File: src/logic/dcc_defines.svh
// Register offsets, field positions, reset values and timings in nanoseconds of the comparator control.
`ifndef DCC_DEFINES_SVH
`define DCC_DEFINES_SVH

// Register byte offsets on the APB slave.
`define DCC_CTRL_OFS 12'h07C
`define DCC_FLAG_OFS 12'h080
`define DCC_IEN_OFS 12'h084
`define DCC_PDIR_OFS 12'h088
`define DCC_PDAT_OFS 12'h08C
`define DCC_STAT_OFS 12'h090

// Control register fields.
`define DCC_CTRL_RES2 7
`define DCC_CTRL_RES1 6
`define DCC_CTRL_INV2 5
`define DCC_CTRL_INV1 4
`define DCC_CTRL_CIS 3
`define DCC_CTRL_MODE_HI 2
`define DCC_CTRL_MODE_LO 0

// Flag, enable and direction fields.
`define DCC_FLAG_BIT 6
`define DCC_IEN_CMP 6
`define DCC_IEN_PERI 7
`define DCC_IEN_GLOB 8
`define DCC_IEN_SLEEP 9
`define DCC_DIR_PIN1 3
`define DCC_DIR_PIN2 4

// Reset values.
`define DCC_CTRL_RST 8'h00
`define DCC_DIR_RST 8'hFF
`define DCC_DAT_RST 8'h00

// Settling after a mode change, in nanoseconds.
`define DCC_MODE_SETTLE_NS 10000
`define DCC_CLK_NS 40

`endif

File: src/logic/dcc_pkg.sv
// Types shared by the comparator control files.
package dcc_pkg;

   typedef enum logic [2:0] {
      DCC_MODE_RESET = 3'h0,
      DCC_MODE_ONE_IND = 3'h1,
      DCC_MODE_INT_REF = 3'h2,
      DCC_MODE_FOUR_IN = 3'h3,
      DCC_MODE_TWO_CMN = 3'h4,
      DCC_MODE_TWO_IND = 3'h5,
      DCC_MODE_PIN_OUT = 3'h6,
      DCC_MODE_OFF = 3'h7
   } dcc_mode_t;

   typedef struct packed {
      logic invert2;
      logic invert1;
      logic input_switch_bit;
      dcc_mode_t comparator_mode_field;
   } dcc_ctrl_t;

   typedef struct packed {
      logic power_on;
      logic int_ref_sel;
      logic input_switch_bit;
      dcc_mode_t mode;
   } dcc_analog_t;

   typedef enum logic [1:0] {
      DCC_ST_IDLE = 2'b01,
      DCC_ST_SETTLE = 2'b10
   } dcc_state_t;

endpackage

File: src/logic/dcc_top.sv
// Dual comparator control: APB registers, mode control, change flag and pin muxing.
//
// Design decisions made here: the placing of the registers and the APB register port.
`timescale 1ns/10ps
`include "dcc_defines.svh"
// ---------------------------------------------------------------
// Notes on behaviour
// ---------------------------------------------------------------
// Notes on behaviour
// - Eight modes from three-bit mode field.
// - Output invalid until settle delay after mode change.
// - Result high when positive input exceeds negative.
// - Mode 010 routes internal reference to positive.
// - Results read at bits 7:6, read-only.
// - Mode 110 drives raw results onto pins.
// - Direction bits still gate those pin drivers.
// - Analog-input pins read zero from port data.
// - Flag sets when result differs from sample.
// - Software writes zero clears, one sets flag.
// - Request needs all three enables; flag always.
// - Change during control read still sets flag.
// - Control access refreshes sampled result copy.
// - Persisting mismatch keeps setting the flag.
// - Active comparator wakes device from sleep.
// - Mode 111 powers both comparators off.
// - Wake leaves control register unchanged.
// - Reset: mode 000, analog pins, comparators off.
// - Control holds results, inverts, switch, mode.
module dcc_top
   import dcc_pkg::*;
#(
   parameter int SETTLE_NS = `DCC_MODE_SETTLE_NS
) (
   input wire logic pclk,
   input wire logic presetn,
   input wire logic psel,
   input wire logic penable,
   input wire logic pwrite,
   input wire logic [11:0] paddr,
   input wire logic [31:0] pwdata,
   output logic [31:0] prdata,
   output logic pready,
   output logic pslverr,
   input wire logic [1:0] cmp_raw,
   input wire logic sleeping,
   input wire logic [7:0] port_pin_in,
   output dcc_analog_t analog_ctrl_r,
   output logic [1:0] result_pin_out_r,
   output logic [1:0] result_pin_oe_r,
   output logic irq_req_r,
   output logic wake_req_r,
   output logic mode_valid_r
);

   localparam int SETTLE_CYC_I = (SETTLE_NS + `DCC_CLK_NS - 1) / `DCC_CLK_NS;
   localparam int SETTLE_CYC = (SETTLE_CYC_I < 1) ? 1 : SETTLE_CYC_I;
   localparam logic [15:0] SETTLE_LAST = 16'(SETTLE_CYC - 1);

   // ---------------------------------------------------------------
   // Register state
   // ---------------------------------------------------------------
   dcc_ctrl_t ctrl_r;
   logic [1:0] sampled_r;
   logic flag_r;
   logic [9:6] ien_r;
   logic [7:0] dir_r;
   logic [7:0] pdat_r;
   dcc_state_t state_r;
   logic [15:0] settle_cnt_r;
   logic [1:0] cmp_sync;
   logic [1:0] result;
   logic cmp_on;
   logic access;
   logic wr;
   logic ctrl_hit;
   logic mode_change;
   logic [31:0] rdata_nxt;
   logic slverr_nxt;

   dcc_sync #(
      .WIDTH(2)
   ) u_sync (
      .pclk(pclk),
      .presetn(presetn),
      .async_in(cmp_raw),
      .sync_out(cmp_sync)
   );

   // Zero wait states: every access completes in its first access cycle.
   assign access = psel && penable && pready;
   assign wr = access && pwrite;
   assign ctrl_hit = access && (paddr == `DCC_CTRL_OFS);
   assign cmp_on = (ctrl_r.comparator_mode_field != DCC_MODE_RESET) &&
                   (ctrl_r.comparator_mode_field != DCC_MODE_OFF);
   assign mode_change = wr && (paddr == `DCC_CTRL_OFS) &&
      (pwdata[`DCC_CTRL_MODE_HI:`DCC_CTRL_MODE_LO] != ctrl_r.comparator_mode_field);

   // Comparator polarity is analog; invert bits apply after synchronising.
   // Results of a powered-down pair read as zero.
   assign result = cmp_on ? (cmp_sync ^ {ctrl_r.invert2, ctrl_r.invert1}) : 2'b00;

   // ---------------------------------------------------------------
   // Control register
   // ---------------------------------------------------------------
   // Sleep has no path into this register, so wake keeps it intact.
   always_ff @(posedge pclk or negedge presetn) begin
      if (!presetn) begin
         ctrl_r <= dcc_ctrl_t'(`DCC_CTRL_RST);
      end else if (wr && paddr == `DCC_CTRL_OFS) begin
         ctrl_r <= dcc_ctrl_t'(pwdata[5:0]);
      end
   end

   // ---------------------------------------------------------------
   // Mode-change settling
   // ---------------------------------------------------------------
   always_ff @(posedge pclk or negedge presetn) begin
      if (!presetn) begin
         state_r <= DCC_ST_IDLE;
         settle_cnt_r <= 16'h0000;
         mode_valid_r <= 1'b0;
      end else begin
         unique case (state_r)
            DCC_ST_IDLE: begin
               if (mode_change) begin
                  state_r <= DCC_ST_SETTLE;
                  settle_cnt_r <= 16'h0000;
                  mode_valid_r <= 1'b0;
               end else begin
                  mode_valid_r <= cmp_on;
               end
            end
            DCC_ST_SETTLE: begin
               if (mode_change) begin
                  settle_cnt_r <= 16'h0000;
               end else if (settle_cnt_r == SETTLE_LAST) begin
                  state_r <= DCC_ST_IDLE;
               end else begin
                  settle_cnt_r <= settle_cnt_r + 16'h0001;
               end
            end
            default: begin
               state_r <= DCC_ST_IDLE;
            end
         endcase
      end
   end

   // ---------------------------------------------------------------
   // Change detection and flag
   // ---------------------------------------------------------------
   // The sampled copy is refreshed by any control access, which ends the
   // mismatch; a change landing in that same cycle still sets the flag against the old copy.
   always_ff @(posedge pclk or negedge presetn) begin
      if (!presetn) begin
         sampled_r <= 2'b00;
      end else if (ctrl_hit) begin
         sampled_r <= result;
      end
   end

   // Hardware set wins over a software clear in the same cycle.
   always_ff @(posedge pclk or negedge presetn) begin
      if (!presetn) begin
         flag_r <= 1'b0;
      end else if (result != sampled_r) begin
         flag_r <= 1'b1;
      end else if (wr && paddr == `DCC_FLAG_OFS) begin
         flag_r <= pwdata[`DCC_FLAG_BIT];
      end
   end

   // ---------------------------------------------------------------
   // Enables, port direction and data
   // ---------------------------------------------------------------
   always_ff @(posedge pclk or negedge presetn) begin
      if (!presetn) begin
         ien_r <= 4'h0;
      end else if (wr && paddr == `DCC_IEN_OFS) begin
         ien_r <= pwdata[9:6];
      end
   end

   always_ff @(posedge pclk or negedge presetn) begin
      if (!presetn) begin
         dir_r <= `DCC_DIR_RST;
         pdat_r <= `DCC_DAT_RST;
      end else begin
         if (wr && paddr == `DCC_PDIR_OFS) begin
            dir_r <= pwdata[7:0];
         end
         if (wr && paddr == `DCC_PDAT_OFS) begin
            pdat_r <= pwdata[7:0];
         end
      end
   end

   // ---------------------------------------------------------------
   // Outputs towards the analog block, pins and core
   // ---------------------------------------------------------------
   always_ff @(posedge pclk or negedge presetn) begin
      if (!presetn) begin
         analog_ctrl_r <= '0;
      end else begin
         analog_ctrl_r.power_on <= cmp_on;
         analog_ctrl_r.int_ref_sel <= (ctrl_r.comparator_mode_field == DCC_MODE_INT_REF);
         analog_ctrl_r.input_switch_bit <= ctrl_r.input_switch_bit;
         analog_ctrl_r.mode <= ctrl_r.comparator_mode_field;
      end
   end

   // The pin path carries the raw comparator level on purpose; it is only
   // retimed by this flop, not synchronised.
   always_ff @(posedge pclk or negedge presetn) begin
      if (!presetn) begin
         result_pin_out_r <= 2'b00;
         result_pin_oe_r <= 2'b00;
      end else begin
         if (ctrl_r.comparator_mode_field == DCC_MODE_PIN_OUT) begin
            result_pin_out_r <= cmp_raw ^ {ctrl_r.invert2, ctrl_r.invert1};
         end else begin
            result_pin_out_r <= {pdat_r[`DCC_DIR_PIN2], pdat_r[`DCC_DIR_PIN1]};
         end
         result_pin_oe_r <= ~{dir_r[`DCC_DIR_PIN2], dir_r[`DCC_DIR_PIN1]};
      end
   end

   // Software is expected to drop the comparator enable around mode writes.
   always_ff @(posedge pclk or negedge presetn) begin
      if (!presetn) begin
         irq_req_r <= 1'b0;
         wake_req_r <= 1'b0;
      end else begin
         irq_req_r <= flag_r && ien_r[`DCC_IEN_CMP] && ien_r[`DCC_IEN_PERI] &&
                      ien_r[`DCC_IEN_GLOB];
         wake_req_r <= sleeping && flag_r && ien_r[`DCC_IEN_CMP];
      end
   end

   // ---------------------------------------------------------------
   // APB read path
   // ---------------------------------------------------------------
   // Pins still owned by the comparator inputs are analog and read zero.
   function automatic logic [7:0] analog_mask(input dcc_mode_t m);
      logic [7:0] msk;
      msk = 8'h00;
      unique case (m)
         DCC_MODE_RESET, DCC_MODE_FOUR_IN, DCC_MODE_INT_REF: msk = 8'h0F;
         DCC_MODE_ONE_IND, DCC_MODE_TWO_IND, DCC_MODE_PIN_OUT: msk = 8'h07;
         DCC_MODE_TWO_CMN: msk = 8'h03;
         DCC_MODE_OFF: msk = 8'h00;
      endcase
      return msk;
   endfunction

   always_comb begin
      rdata_nxt = 32'h0000_0000;
      slverr_nxt = 1'b0;
      unique case (paddr)
         `DCC_CTRL_OFS: rdata_nxt[7:0] = {result, 6'(ctrl_r)};
         `DCC_FLAG_OFS: rdata_nxt[`DCC_FLAG_BIT] = flag_r;
         `DCC_IEN_OFS: rdata_nxt[9:6] = ien_r;
         `DCC_PDIR_OFS: rdata_nxt[7:0] = dir_r;
         `DCC_PDAT_OFS: rdata_nxt[7:0] = port_pin_in &
                                        ~analog_mask(ctrl_r.comparator_mode_field);
         `DCC_STAT_OFS: rdata_nxt[3:0] = {state_r == DCC_ST_SETTLE, cmp_on, sampled_r};
         default: slverr_nxt = 1'b1;
      endcase
   end

   // Read data is registered during setup so the access phase sees it at once.
   always_ff @(posedge pclk or negedge presetn) begin
      if (!presetn) begin
         prdata <= 32'h0000_0000;
         pslverr <= 1'b0;
         pready <= 1'b0;
      end else begin
         pready <= psel && !penable;
         if (psel && !penable) begin
            prdata <= pwrite ? 32'h0000_0000 : rdata_nxt;
            pslverr <= slverr_nxt;
         end else begin
            pslverr <= 1'b0;
         end
      end
   end

endmodule

File: src/logic/dcc_sync.sv
// Two-stage synchroniser for a vector of asynchronous levels.
`timescale 1ns/10ps
module dcc_sync #(
   parameter int WIDTH = 2
) (
   input wire logic pclk,
   input wire logic presetn,
   input wire logic [WIDTH-1:0] async_in,
   output logic [WIDTH-1:0] sync_out
);

   logic [WIDTH-1:0] meta_r;

   always_ff @(posedge pclk or negedge presetn) begin
      if (!presetn) begin
         meta_r <= '0;
         sync_out <= '0;
      end else begin
         meta_r <= async_in;
         sync_out <= meta_r;
      end
   end

endmodule

File: config.mk
export PLATFORM = sky130hd
export DESIGN_NAME = dcc_top
export DESIGN_NICKNAME = d
export VERILOG_FILES = /design/src/logic/dcc_pkg.sv /design/src/logic/dcc_top.sv /design/src/logic/dcc_sync.sv
export VERILOG_INCLUDE_DIRS = /design/src /design/src/logic
export SDC_FILE = /design/constraint.sdc
export NUM_CORES = 1
export LEC_CHECK = 0
export ABC_AREA = 1
export BUFFER_PORTS_ARGS = -buffer_cell sky130_fd_sc_hd__buf_2
export CAP_MARGIN = 20
export CORE_ASPECT_RATIO = 1.2
export CORE_UTILIZATION = 45
export CTS_CLUSTER_SIZE = 14
export DETAILED_ROUTE_END_ITERATION = 10
export PLACE_DENSITY = 0.81
export SYNTH_ARGS = -nofsm -noshare
export SYNTH_HDL_FRONTEND = slang
export SYNTH_SLANG_ARGS = --single-unit
File: constraint.sdc
create_clock -name pclk -period 3.3 [get_ports pclk]
set_input_delay 0.33 -clock pclk [delete_from_list [all_inputs] [get_ports pclk]]
set_output_delay 0.33 -clock pclk [all_outputs]
set_load 0.005 [all_outputs]
== Word-level counts from Yosys, hierarchy flattened ==
Memories as Yosys holds them, arrays and structs flattened.
Index checks and enable logic that the tools add are counted.

* $add $sub $neg: 1
* Multipliers: 0
* Div/mod/pow operators: 0
* Magnitude comparators: 0
* Equal/unequal tests: 18
* Shift-type cells: 0
* Multiplexer cells: 22
* Bitwise gates (word level): 5
* Reduce and logical (&&, ||, !) cells: 24

{| class="wikitable"
|+ Operators with widths
! kind !! number
|-
| $eq 12x8->1 const B || 5
|-
| $mux 16 || 3
|-
| $pmux 16 s2 || 1
|-
| $logic_and 1x1->1 || 17
|-
| $add 16x1->16 const B || 1
|-
| $eq 16x8->1 const B || 1
|-
| $pmux 4 s4 || 1
|-
| $eq 12x7->1 const B || 1
|-
| $mux 2 || 6
|-
| $mux 10 || 1
|-
| $and 8x8->8 || 1
|-
| $mux 8 || 1
|-
| $not 8->8 || 1
|-
| $ne 2x2->1 const B || 3
|-
| $ne 3x3->1 const B || 2
|-
| $pmux 2 s3 || 1
|-
| $reduce_and 3->1 || 2
|-
| $reduce_or 6->1 || 1
|-
| $mux 1 || 5
|-
| $pmux 1 s5 || 1
|-
| $pmux 1 s4 || 1
|-
| $pmux 2 s2 || 1
|-
| $reduce_bool 2->1 || 2
|-
| $xor 2x2->2 || 2
|-
| other kinds (9) || 9
|}

* Register bits after elaboration: 95
* Latch bits: 0
* RAM bits: 0
* Bits in read-only memories: 32
* Input port bits: 60
* Output and inout port bits: 47
* Word-level logic and storage cells: 96
* Memories kept: 1

{| class="wikitable"
|+ Memory list
! memory !! words !! bits a word !! rd ports !! clocked after Yosys merged registers in !! write ports !! line !! RTL
|-
| (name not given) || 8 || 4 || 1 || 0 || 0 || dcc_top.sv:247 || <nowiki>unique case (m)</nowiki>
|}

== Logic depth before layout (Yosys ltp) ==
Gate-level depths: netlist of the first run.

* Depth in word-level cells: 7
* Depth in mapped cells: 12
* Depth with buffers taken out: 11

== By module ==
From an unflattened synthesis of the first run, not the netlist that was laid out.

* Cells, all modules: 491
* Area, all modules: 3898.7 um^2

{| class="wikitable"
|+ Modules (own cells, without submodules)
! module !! instances !! cells an instance !! area each (um^2) !! sequential area each (um^2)
|-
| dcc_top || 1 || 487 || 3798.6 || 1662.8
|-
| dcc_sync || 1 || 4 || 100.1 || 100.1
|}

== Least setup slack after synthesis of the first run ==
OpenSTA, ideal clock, no wires.

* Path type: input to register
* From: input port paddr[11]
* To: register ien_r[8] in the netlist's numbering
* Setup time: 125 ps
* Arrival: 1308 ps
* Data required time: 3175 ps
* Slack: 1867 ps
* Cell stages on the path: 6
* Path buffers: 1
* Cell sequence: nor2_1 > nand2_1 > inv_1 > buf_4 > nand3_1 > mux2_2

* Cells in the longest elaborated chain, start to end: 2

{| class="wikitable"
|+ Ends and longest elaborated chain
! element !! line !! RTL
|-
| from (decl) || dcc_top.sv:39 || <nowiki>input wire logic [11:0] paddr,</nowiki>
|-
| $eq 12x8->1 || n/a ||
|-
| $logic_and 1x1->1 (no line) || n/a ||
|-
| to (signal assigned) || dcc_top.sv:180 || <nowiki>ien_r <= pwdata[9:6];</nowiki>
|-
| to (decl) || dcc_top.sv:65 || <nowiki>logic [9:6] ien_r;</nowiki>
|}

No other way between the ends.
A chain may end at the register's enable or synchronous reset.

== Worst setup path after layout of the first run ==
* From: register ctrl_r[2] in the netlist's numbering
* To: register settle_cnt_r[8]

* Cells in the longest elaborated chain, start to end: 4
* Elaborated cells between the ends (all ways): 7
* Classes of those cells: 3 x eq/ne; 2 x mux; 2 x reduce/logical

{| class="wikitable"
|+ Ends and longest elaborated chain
! element !! line !! RTL
|-
| from (decl) || dcc_top.sv:62 || <nowiki>dcc_ctrl_t ctrl_r;</nowiki>
|-
| from (signal assigned) || dcc_top.sv:108 || <nowiki>ctrl_r <= dcc_ctrl_t'(`DCC_CTRL_RST);</nowiki>
|-
| from (signal assigned) || dcc_top.sv:110 || <nowiki>ctrl_r <= dcc_ctrl_t'(pwdata[5:0]);</nowiki>
|-
| $ne 3x3->1 (*) || dcc_top.sv:96 || <nowiki>(pwdata[`DCC_CTRL_MODE_HI:`DCC_CTRL_MODE_LO] != ctrl_r.comparator_mode_field);</nowiki>
|-
| $logic_and 1x1->1 (*) || dcc_top.sv:95 || <nowiki>assign mode_change = wr && (paddr == `DCC_CTRL_OFS) &&</nowiki>
|-
| $ne 3x3->1 (no line), or another cell as far along || n/a ||
|-
| $reduce_and 3->1 (no line) / $pmux 16 s2 (equally long branches) || n/a ||
|-
| to (signal assigned) || dcc_top.sv:139 || <nowiki>settle_cnt_r <= settle_cnt_r + 16'h0001;</nowiki>
|-
| to (decl) || dcc_top.sv:69 || <nowiki>logic [15:0] settle_cnt_r;</nowiki>
|}

Mark *: on every way between the ends. The rest lies on a longest branch, timed or not.

==> results of run 1 <==
per-layer routing:
layer,GRT usage (%),vias up
met1,22.7,1508
met3,5.08,20
met5,0,-
li1,-,1652
met4,11.8,0
met2,36.9,106
power by group through the flow:
| stage | clock [mW] | combinational (mW) | sequential (mW) |
|---|---|---|---|
| after floorplan | 0 | 0.219 | 0.909 |
| after global placement | 0 | 0.268 | 0.910 |
| after detailed placement | 0 | 0.276 | 0.912 |
| after CTS | 0.794 | 0.278 | 0.895 |
| after global routing | 0.841 | 0.307 | 0.898 |
| final | 0.781 | 0.271 | 0.896 |
cell type report:
class	count	area (um^2)
multi-input combinational	367	1750
inverter	56	210
clock buffer	11	141
sequential	70	1760
tap	114	143
clock inverter	5	82.6
fill	792	3770
timing repair buffer	65	335
path summary, 6_finish.rpt:
check | startpoint | end | slack, ns | cells after the start
min in group asynchronous | presetn | ctrl_r[1] | 0.46 | 2
max in group asynchronous | presetn | prdata[3] | 1.84 | 3
worst min-delay path | cmp_raw[0] | u_sync.meta_r[0] | 0.12 | 1
worst min register to register | u_sync.meta_r[0] | u_sync.sync_out[0] | 0.36 | 0
worst max-delay path | ctrl_r[2] | settle_cnt_r[8] | 1.64 | 10
worst max register to register | ctrl_r[2] | settle_cnt_r[8] | 1.64 | 10
kinds of logic after synthesis:
group | Yosys count | share of synthesized area, %
xor+xnor | 12 | 2.73
compound gates | 30 | 4.45
buf+inv | 84 | 10.7
mux | 1 | 0.292
simple gates | 296 | 34.0
fa+ha+maj | 6 | 1.95
flops | 70 | 45.8
other cells | 1 | 0.0974
cell usage after synthesis:
library cell and instances:
o21bai_1 1, nor2_4 1, conb_1 1, nor2_1 45, or2_1 1, buf_2 3
o21a_1 1, nor2_8 1, nand2_2 12, nand2_1 164, inv_1 52, nand3b_1 2
xnor2_1 4, nand3_1 45, inv_2 3, or2_2 2, a21oi_1 1, dfstp_2 9
o21ai_1 8, clkbuf_1 1, mux2_2 1, nand2_4 2, o21ai_0 17, xor2_1 8
buf_4 23, nor3b_1 1, nor3_1 6, clkinv_1 1, nor2_2 3, nand4_1 10
buf_6 1, a21oi_4 1, dfrtp_1 61, nand3_4 1, a32o_1 1, ha_1 6
critical path: stages (launching register included):
cell and delay, ns:
dfrtp_1 0.51, inv_1 0.13, nand2_1 0.09, nand2_1 0.05, nor2_1 0.10, nand2_1 0.11, nand3_4 0.16, nand2_2 0.12
inv_2 0.16, nand3_1 0.09, nand2_1 0.06
state kept, by name (all words and copies together), names as in the netlist:
name,cells
analog_ctrl_r,6
ctrl_r,6
dir_r,8
flag_r,1
ien_r,4
irq_req_r,1
mode_valid_r,1
pdat_r,2
prdata,10
pready,1
pslverr,1
result_pin_oe_r,2
result_pin_out_r,2
sampled_r,2
settle_cnt_r,16
state_r,2
u_sync.meta_r,2
u_sync.sync_out,2
wake_req_r,1
through the flow:
| stage | util [%] | setup WS (ns) |
|---|---|---|
| 2_1_floorplan | - | 1.87 |
| 3_3_place_gp | 51.2 | 1.40 |
| 3_5_place_dp | 51.2 | 1.31 |
| 4_1_cts | 54.0 | 1.61 |
| 5_1_grt | 54.0 | 1.44 |
| 6_report | 54.0 | 1.64 |
==> results.md, run 1 <==
* Leakage power at 2.36 nW
* Post-CTS Hold Fix Bufs at 1
* MaxCap Viol Count at 0
* VDD IR max at 0.000217 V
* Hold_ws at 0.118 ns
* Clock tree buffer depth at 2
* Yosys warnings at 0
* Fin Setup TNS at 0 ns
* Crit-path max FO at 9
* Routability congestion estimate at 0.907
* Overflow after GRT at 0
* TritonRoute pass-1 iters at 5
* DRT iter0 DRCs at 225
* Clock latency at the later pin of the worst-skew pair at 0.36 ns
* H-tree Lvls at 3
* Resized cells post-CTS at 0
* P_int at 1.41 mW
* Synth top area cells: dfrtp_1 (40%), nand2_1 (16%), dfstp_2 (6.1%)
* Top cell type by total area after synthesis: dfrtp_1
* Core Area at 8200 um^2
* Hold crit path type: in -> reg
* Area of placed instances at 4200 um^2
* Synth Register Bits at 70
* Site Rows at 36
* Non-Filler Instances at 688
* Psw at 543 uW
* Initial antenna violation count at 0
* Slew @ Worst Pin at 0.626 ns
* Outcome: completed
* Syn_area_per_cell at 7.70 um^2
* Commonest non-fill, non-tap cell in the layout: nand2_1
* First-pass GRT wire length at 14.0 mm
* Max Transition Viols Final at 0
* Seq/Total Area, Yosys at 45.8%
* Cell count after synthesis at 500
* Setup Buffers After CTS at 0
* RSZ-0062 raised after global routing: false
* Final net count at 635
* DRT met1 WL at 3.38 mm
* Total Routing Usage GR at 20.7%
* Die Area at 8930 um^2
* CTS tree: yes
* Vias in the first global route at 3,160
* Critical Path RT at 3.59 ns
* Die width at 86.5 um
* Largest net degree at the start of global routing at 50
* Routed wire per std cell at 12.3 um
* I/O pin cnt at 107
* Input/output buffers at 62
* Finished Cell Area at 4430 um^2
* Clk root buf: clkbuf_8
* Worst clock skew at 0.0108 ns
* Remaining routing DRC violations at 0
* CP Capture Type: flop
* Vias at 3,286
* Power share of the clock group at 40.1%
* Clk pin slew, worst setup/hold paths at 0.08 ns
* Comb pwr share at 13.9%
* Setup violators final at 0
* Achievable Freq at 0.601 GHz
* Min Tclk post-route at 1.66 ns
* TritonCTS Buffers at 9
* Synthesized area at 3850 um^2
* DIE HEIGHT at 103 um
* Most frequent cells in the layout: nand2_1 (164), buf_2 (62), dfrtp_1 (61)
* Detail Placement HPWL at 6.44 mm
* Pwr Density at 440 nW/um^2
* Top sig layer: met4
* Startpoint types: flop
* Net Sw Frac at 27.9%
* Slew HR at 58.3%
* Crit Path Category: reg -> reg
* Area share of the largest cell type after synthesis at 39.6%
* Clock sinks at 70
* Initial core utilization at 47.0%
* Vias per cell at 4.78
* Flop pwr share at 46.0%
* Data arrival, critical path at 1.96 ns
* Power Total at 1.95 mW
* Layout cells sized above 1 at 20.0%
* Distinct cells, synth at 36
* Ant. Diodes at 0
* ANT nets after route at 0
* Final Cycle Share at 50.4%
* Final Hold Viols at 0
* Layout area overhead at 15.0%
* WL met3 at 445 um
* Inst Count DP at 671
* WL final at 8.43 mm
* Met2 WL at 4.35 mm
Power figures use the tool's default switching activity.
==> inputs of run 2 (changes only) <==
- PLACE_DENSITY: 0.81 -> 0.84
- clock period: 3.3 -> 1.4 ns (I/O delays scaled with it)
==> run 2 against run 1 <==
  * The flow now finishes with violations (negative setup slack)
  * Total power rose by 140%
  * Largest power group unchanged
  * Worst setup slack got worse by 1.8 ns
  * First-iteration DRC count rose by 67%
  * Critical path depth did not move
==> results.md, run 2 (synthesized netlist as in run 1, its figures left out) <==
* Worst clock skew at 0.0135 ns
* WL final at 10.0 mm
* Hold Crit Depth at 3
* Multi-input logic area at 1960 um^2
* CP peak stage delay at 0.42 ns
* Clock sinks at 70
* Flop-to-flop setup slack at -0.16 ns
* TritonRoute pass-1 iters at 6
* Worst Hold Endpoint: dir_r[4]
* Biggest regs: settle_cnt_r x16, prdata x10, dir_r x8
* Vias in the first global route at 3,636
* Min Tclk post-route at 1.56 ns
* CP Capture Type: flop
* Clk pin slew, worst setup/hold paths at 0.08 ns
* Final Cycle Share at 112%
* Achievable Freq at 0.639 GHz
* Clock tree buffer depth at 2
* H-tree Lvls at 3
* CTS tree: yes
* RSZ-0062 raised after global routing: true
* Routability congestion estimate at 0.919
* Setup violators final at 24
* Finished Cell Area at 5020 um^2
* Die width at 86.5 um
* Critical path's slowest cell: dfrtp_1
* Commonest non-fill, non-tap cell in the layout: nand2_1
* VDD IR max at 0.000480 V
* Most frequent cells in the layout: nand2_1 (148), buf_2 (62), dfrtp_1 (59)
* Sequence of cells on the critical path: inv_1 -> ha_2 -> nand3_2 -> nor2_2 -> nand2_2 -> nand2_4 -> nand2_8 -> nand2_8 -> nand2_2 -> nand2_1
* Vias at 3,760
* Leakage power at 2.63 nW
* Clk root buf: clkbuf_8
* Input/output buffers at 62
* Vias per cell at 5.05
* HP Start: pwdata[4]
* Fillers at 671
* Worst R2R Path Depth at 10
* Hold crit path type: in -> reg
* MaxCap Viol Count at 0
* Max Transition Viols Final at 0
* Data arrival, critical path at 1.85 ns
* Max FFs per register at 16
* Pwr Density at 928 nW/um^2
* Crit-path max FO at 5
* Site Rows at 36
* Failing checks: negative setup slack
* Area of placed instances at 4530 um^2
* Remaining routing DRC violations at 0
* Die Area at 8930 um^2
* I/O pin cnt at 107
* DIE HEIGHT at 103 um
* Final Hold Viols at 0
* TritonCTS Buffers at 9
* Total Routing Usage GR at 23.8%
* Critical Path RT at 1.69 ns
* Core Area at 8200 um^2
* Layout cells sized above 1 at 33.4%
* Initial antenna violation count at 0
* Detail Placement HPWL at 6.99 mm
* Overflow after GRT at 0
* Ant. Diodes at 0
* Initial core utilization at 47.0%
* Clock latency at the later pin of the worst-skew pair at 0.35 ns
* Largest net degree at the start of global routing at 30
* First-pass GRT wire length at 16.3 mm
* Startpoint types: flop
* Outcome: finished with violations
* Reg area at 1770 um^2
* Final net count at 692
* Final worst slack at -0.165 ns
* DRT iter0 DRCs at 375
* Layout area overhead at 30.4%
* ANT nets after route at 0
* R2r endpoint: settle_cnt_r[6]
* Reg with most FFs: settle_cnt_r
* Power Total at 4.66 mW
* Reg2reg start: settle_cnt_r[1]
* Crit Path Category: reg -> reg
* Routed wire per std cell at 13.5 um
==> run 2: metal layers <==
layer	up-vias	global-route usage (%)	wire length, um
met5	-	0	0
met4	0	13.6	413
met3	47	5.71	576
met2	175	40.5	4960
met1	1752	27.8	4090
li1	1786	-	-
==> run 2: per-stage QoR <==
step / worst slack, ns / util, % / cells / hold WS (ns) / setup TNS, ns
after global routing: -0.223 / 61.3 / 745 / 0.0361 / -4.50
after floorplan: -0.00272 / - / 521 / -0.156 / -0.0172
after CTS: -0.0774 / 59.9 / 741 / 0.0297 / -0.809
final: -0.165 / 61.3 / 745 / 0.0325 / -2.84
after global placement: -0.0808 / 55.3 / 712 / 0.0686 / -0.885
after detailed placement: -0.153 / 55.3 / 712 / 0.0805 / -2.42
==> run 2: how the worst max path moves through the flow <==
stage | slack, ns | cells after the start | from | end
after floorplan | -0.003 | 12 | ctrl_r[2] | settle_cnt_r[9]
after global placement | -0.08 | 9 | ctrl_r[1] | prdata[2]
after detailed placement | -0.15 | 10 | ctrl_r[1] | settle_cnt_r[11]
after CTS | -0.08 | 9 | ctrl_r[0] | prdata[2]
after global routing | -0.22 | 10 | settle_cnt_r[1] | settle_cnt_r[6]
final | -0.16 | 10 | settle_cnt_r[1] | settle_cnt_r[6]
==> run 2: timing repair <==
item / in CTS / in global routing
hold endpoints to repair: 15 / 0
setup endpoints to repair: 23 / 35
pin swaps: 19 / 19
hold buffers: 4 / 0
cloned: 3 / 0
buffers inserted: 6 / 4
resized for setup: 27 / 28
==> run 2: layout make-up <==
| cell class | instances | area share (%) |
|---|---|---|
| multi-input combinational | 370 | 39.0 |
| sequential | 70 | 35.1 |
| timing repair buffer | 119 | 15.5 |
| inverter | 56 | 4.28 |
| tap | 114 | 2.84 |
| clock buffer | 11 | 2.62 |
| clock inverter | 5 | 0.573 |
==> run 2: power by group <==
part / internal [mW] / total (mW) / switching (mW)
Combinational: 0.368 / 1.15 / 0.778
Clock: 0.635 / 1.40 / 0.766
Sequential: 2.08 / 2.11 / 0.0358
==> run 2: worst max-delay path, delay by kind of cell (launching register included) <==
family / cells / cell delay, ns
flops: 1 / 0.42
buf+inv: 1 / 0.10
fa+ha+maj: 1 / 0.20
simple gates: 8 / 0.80
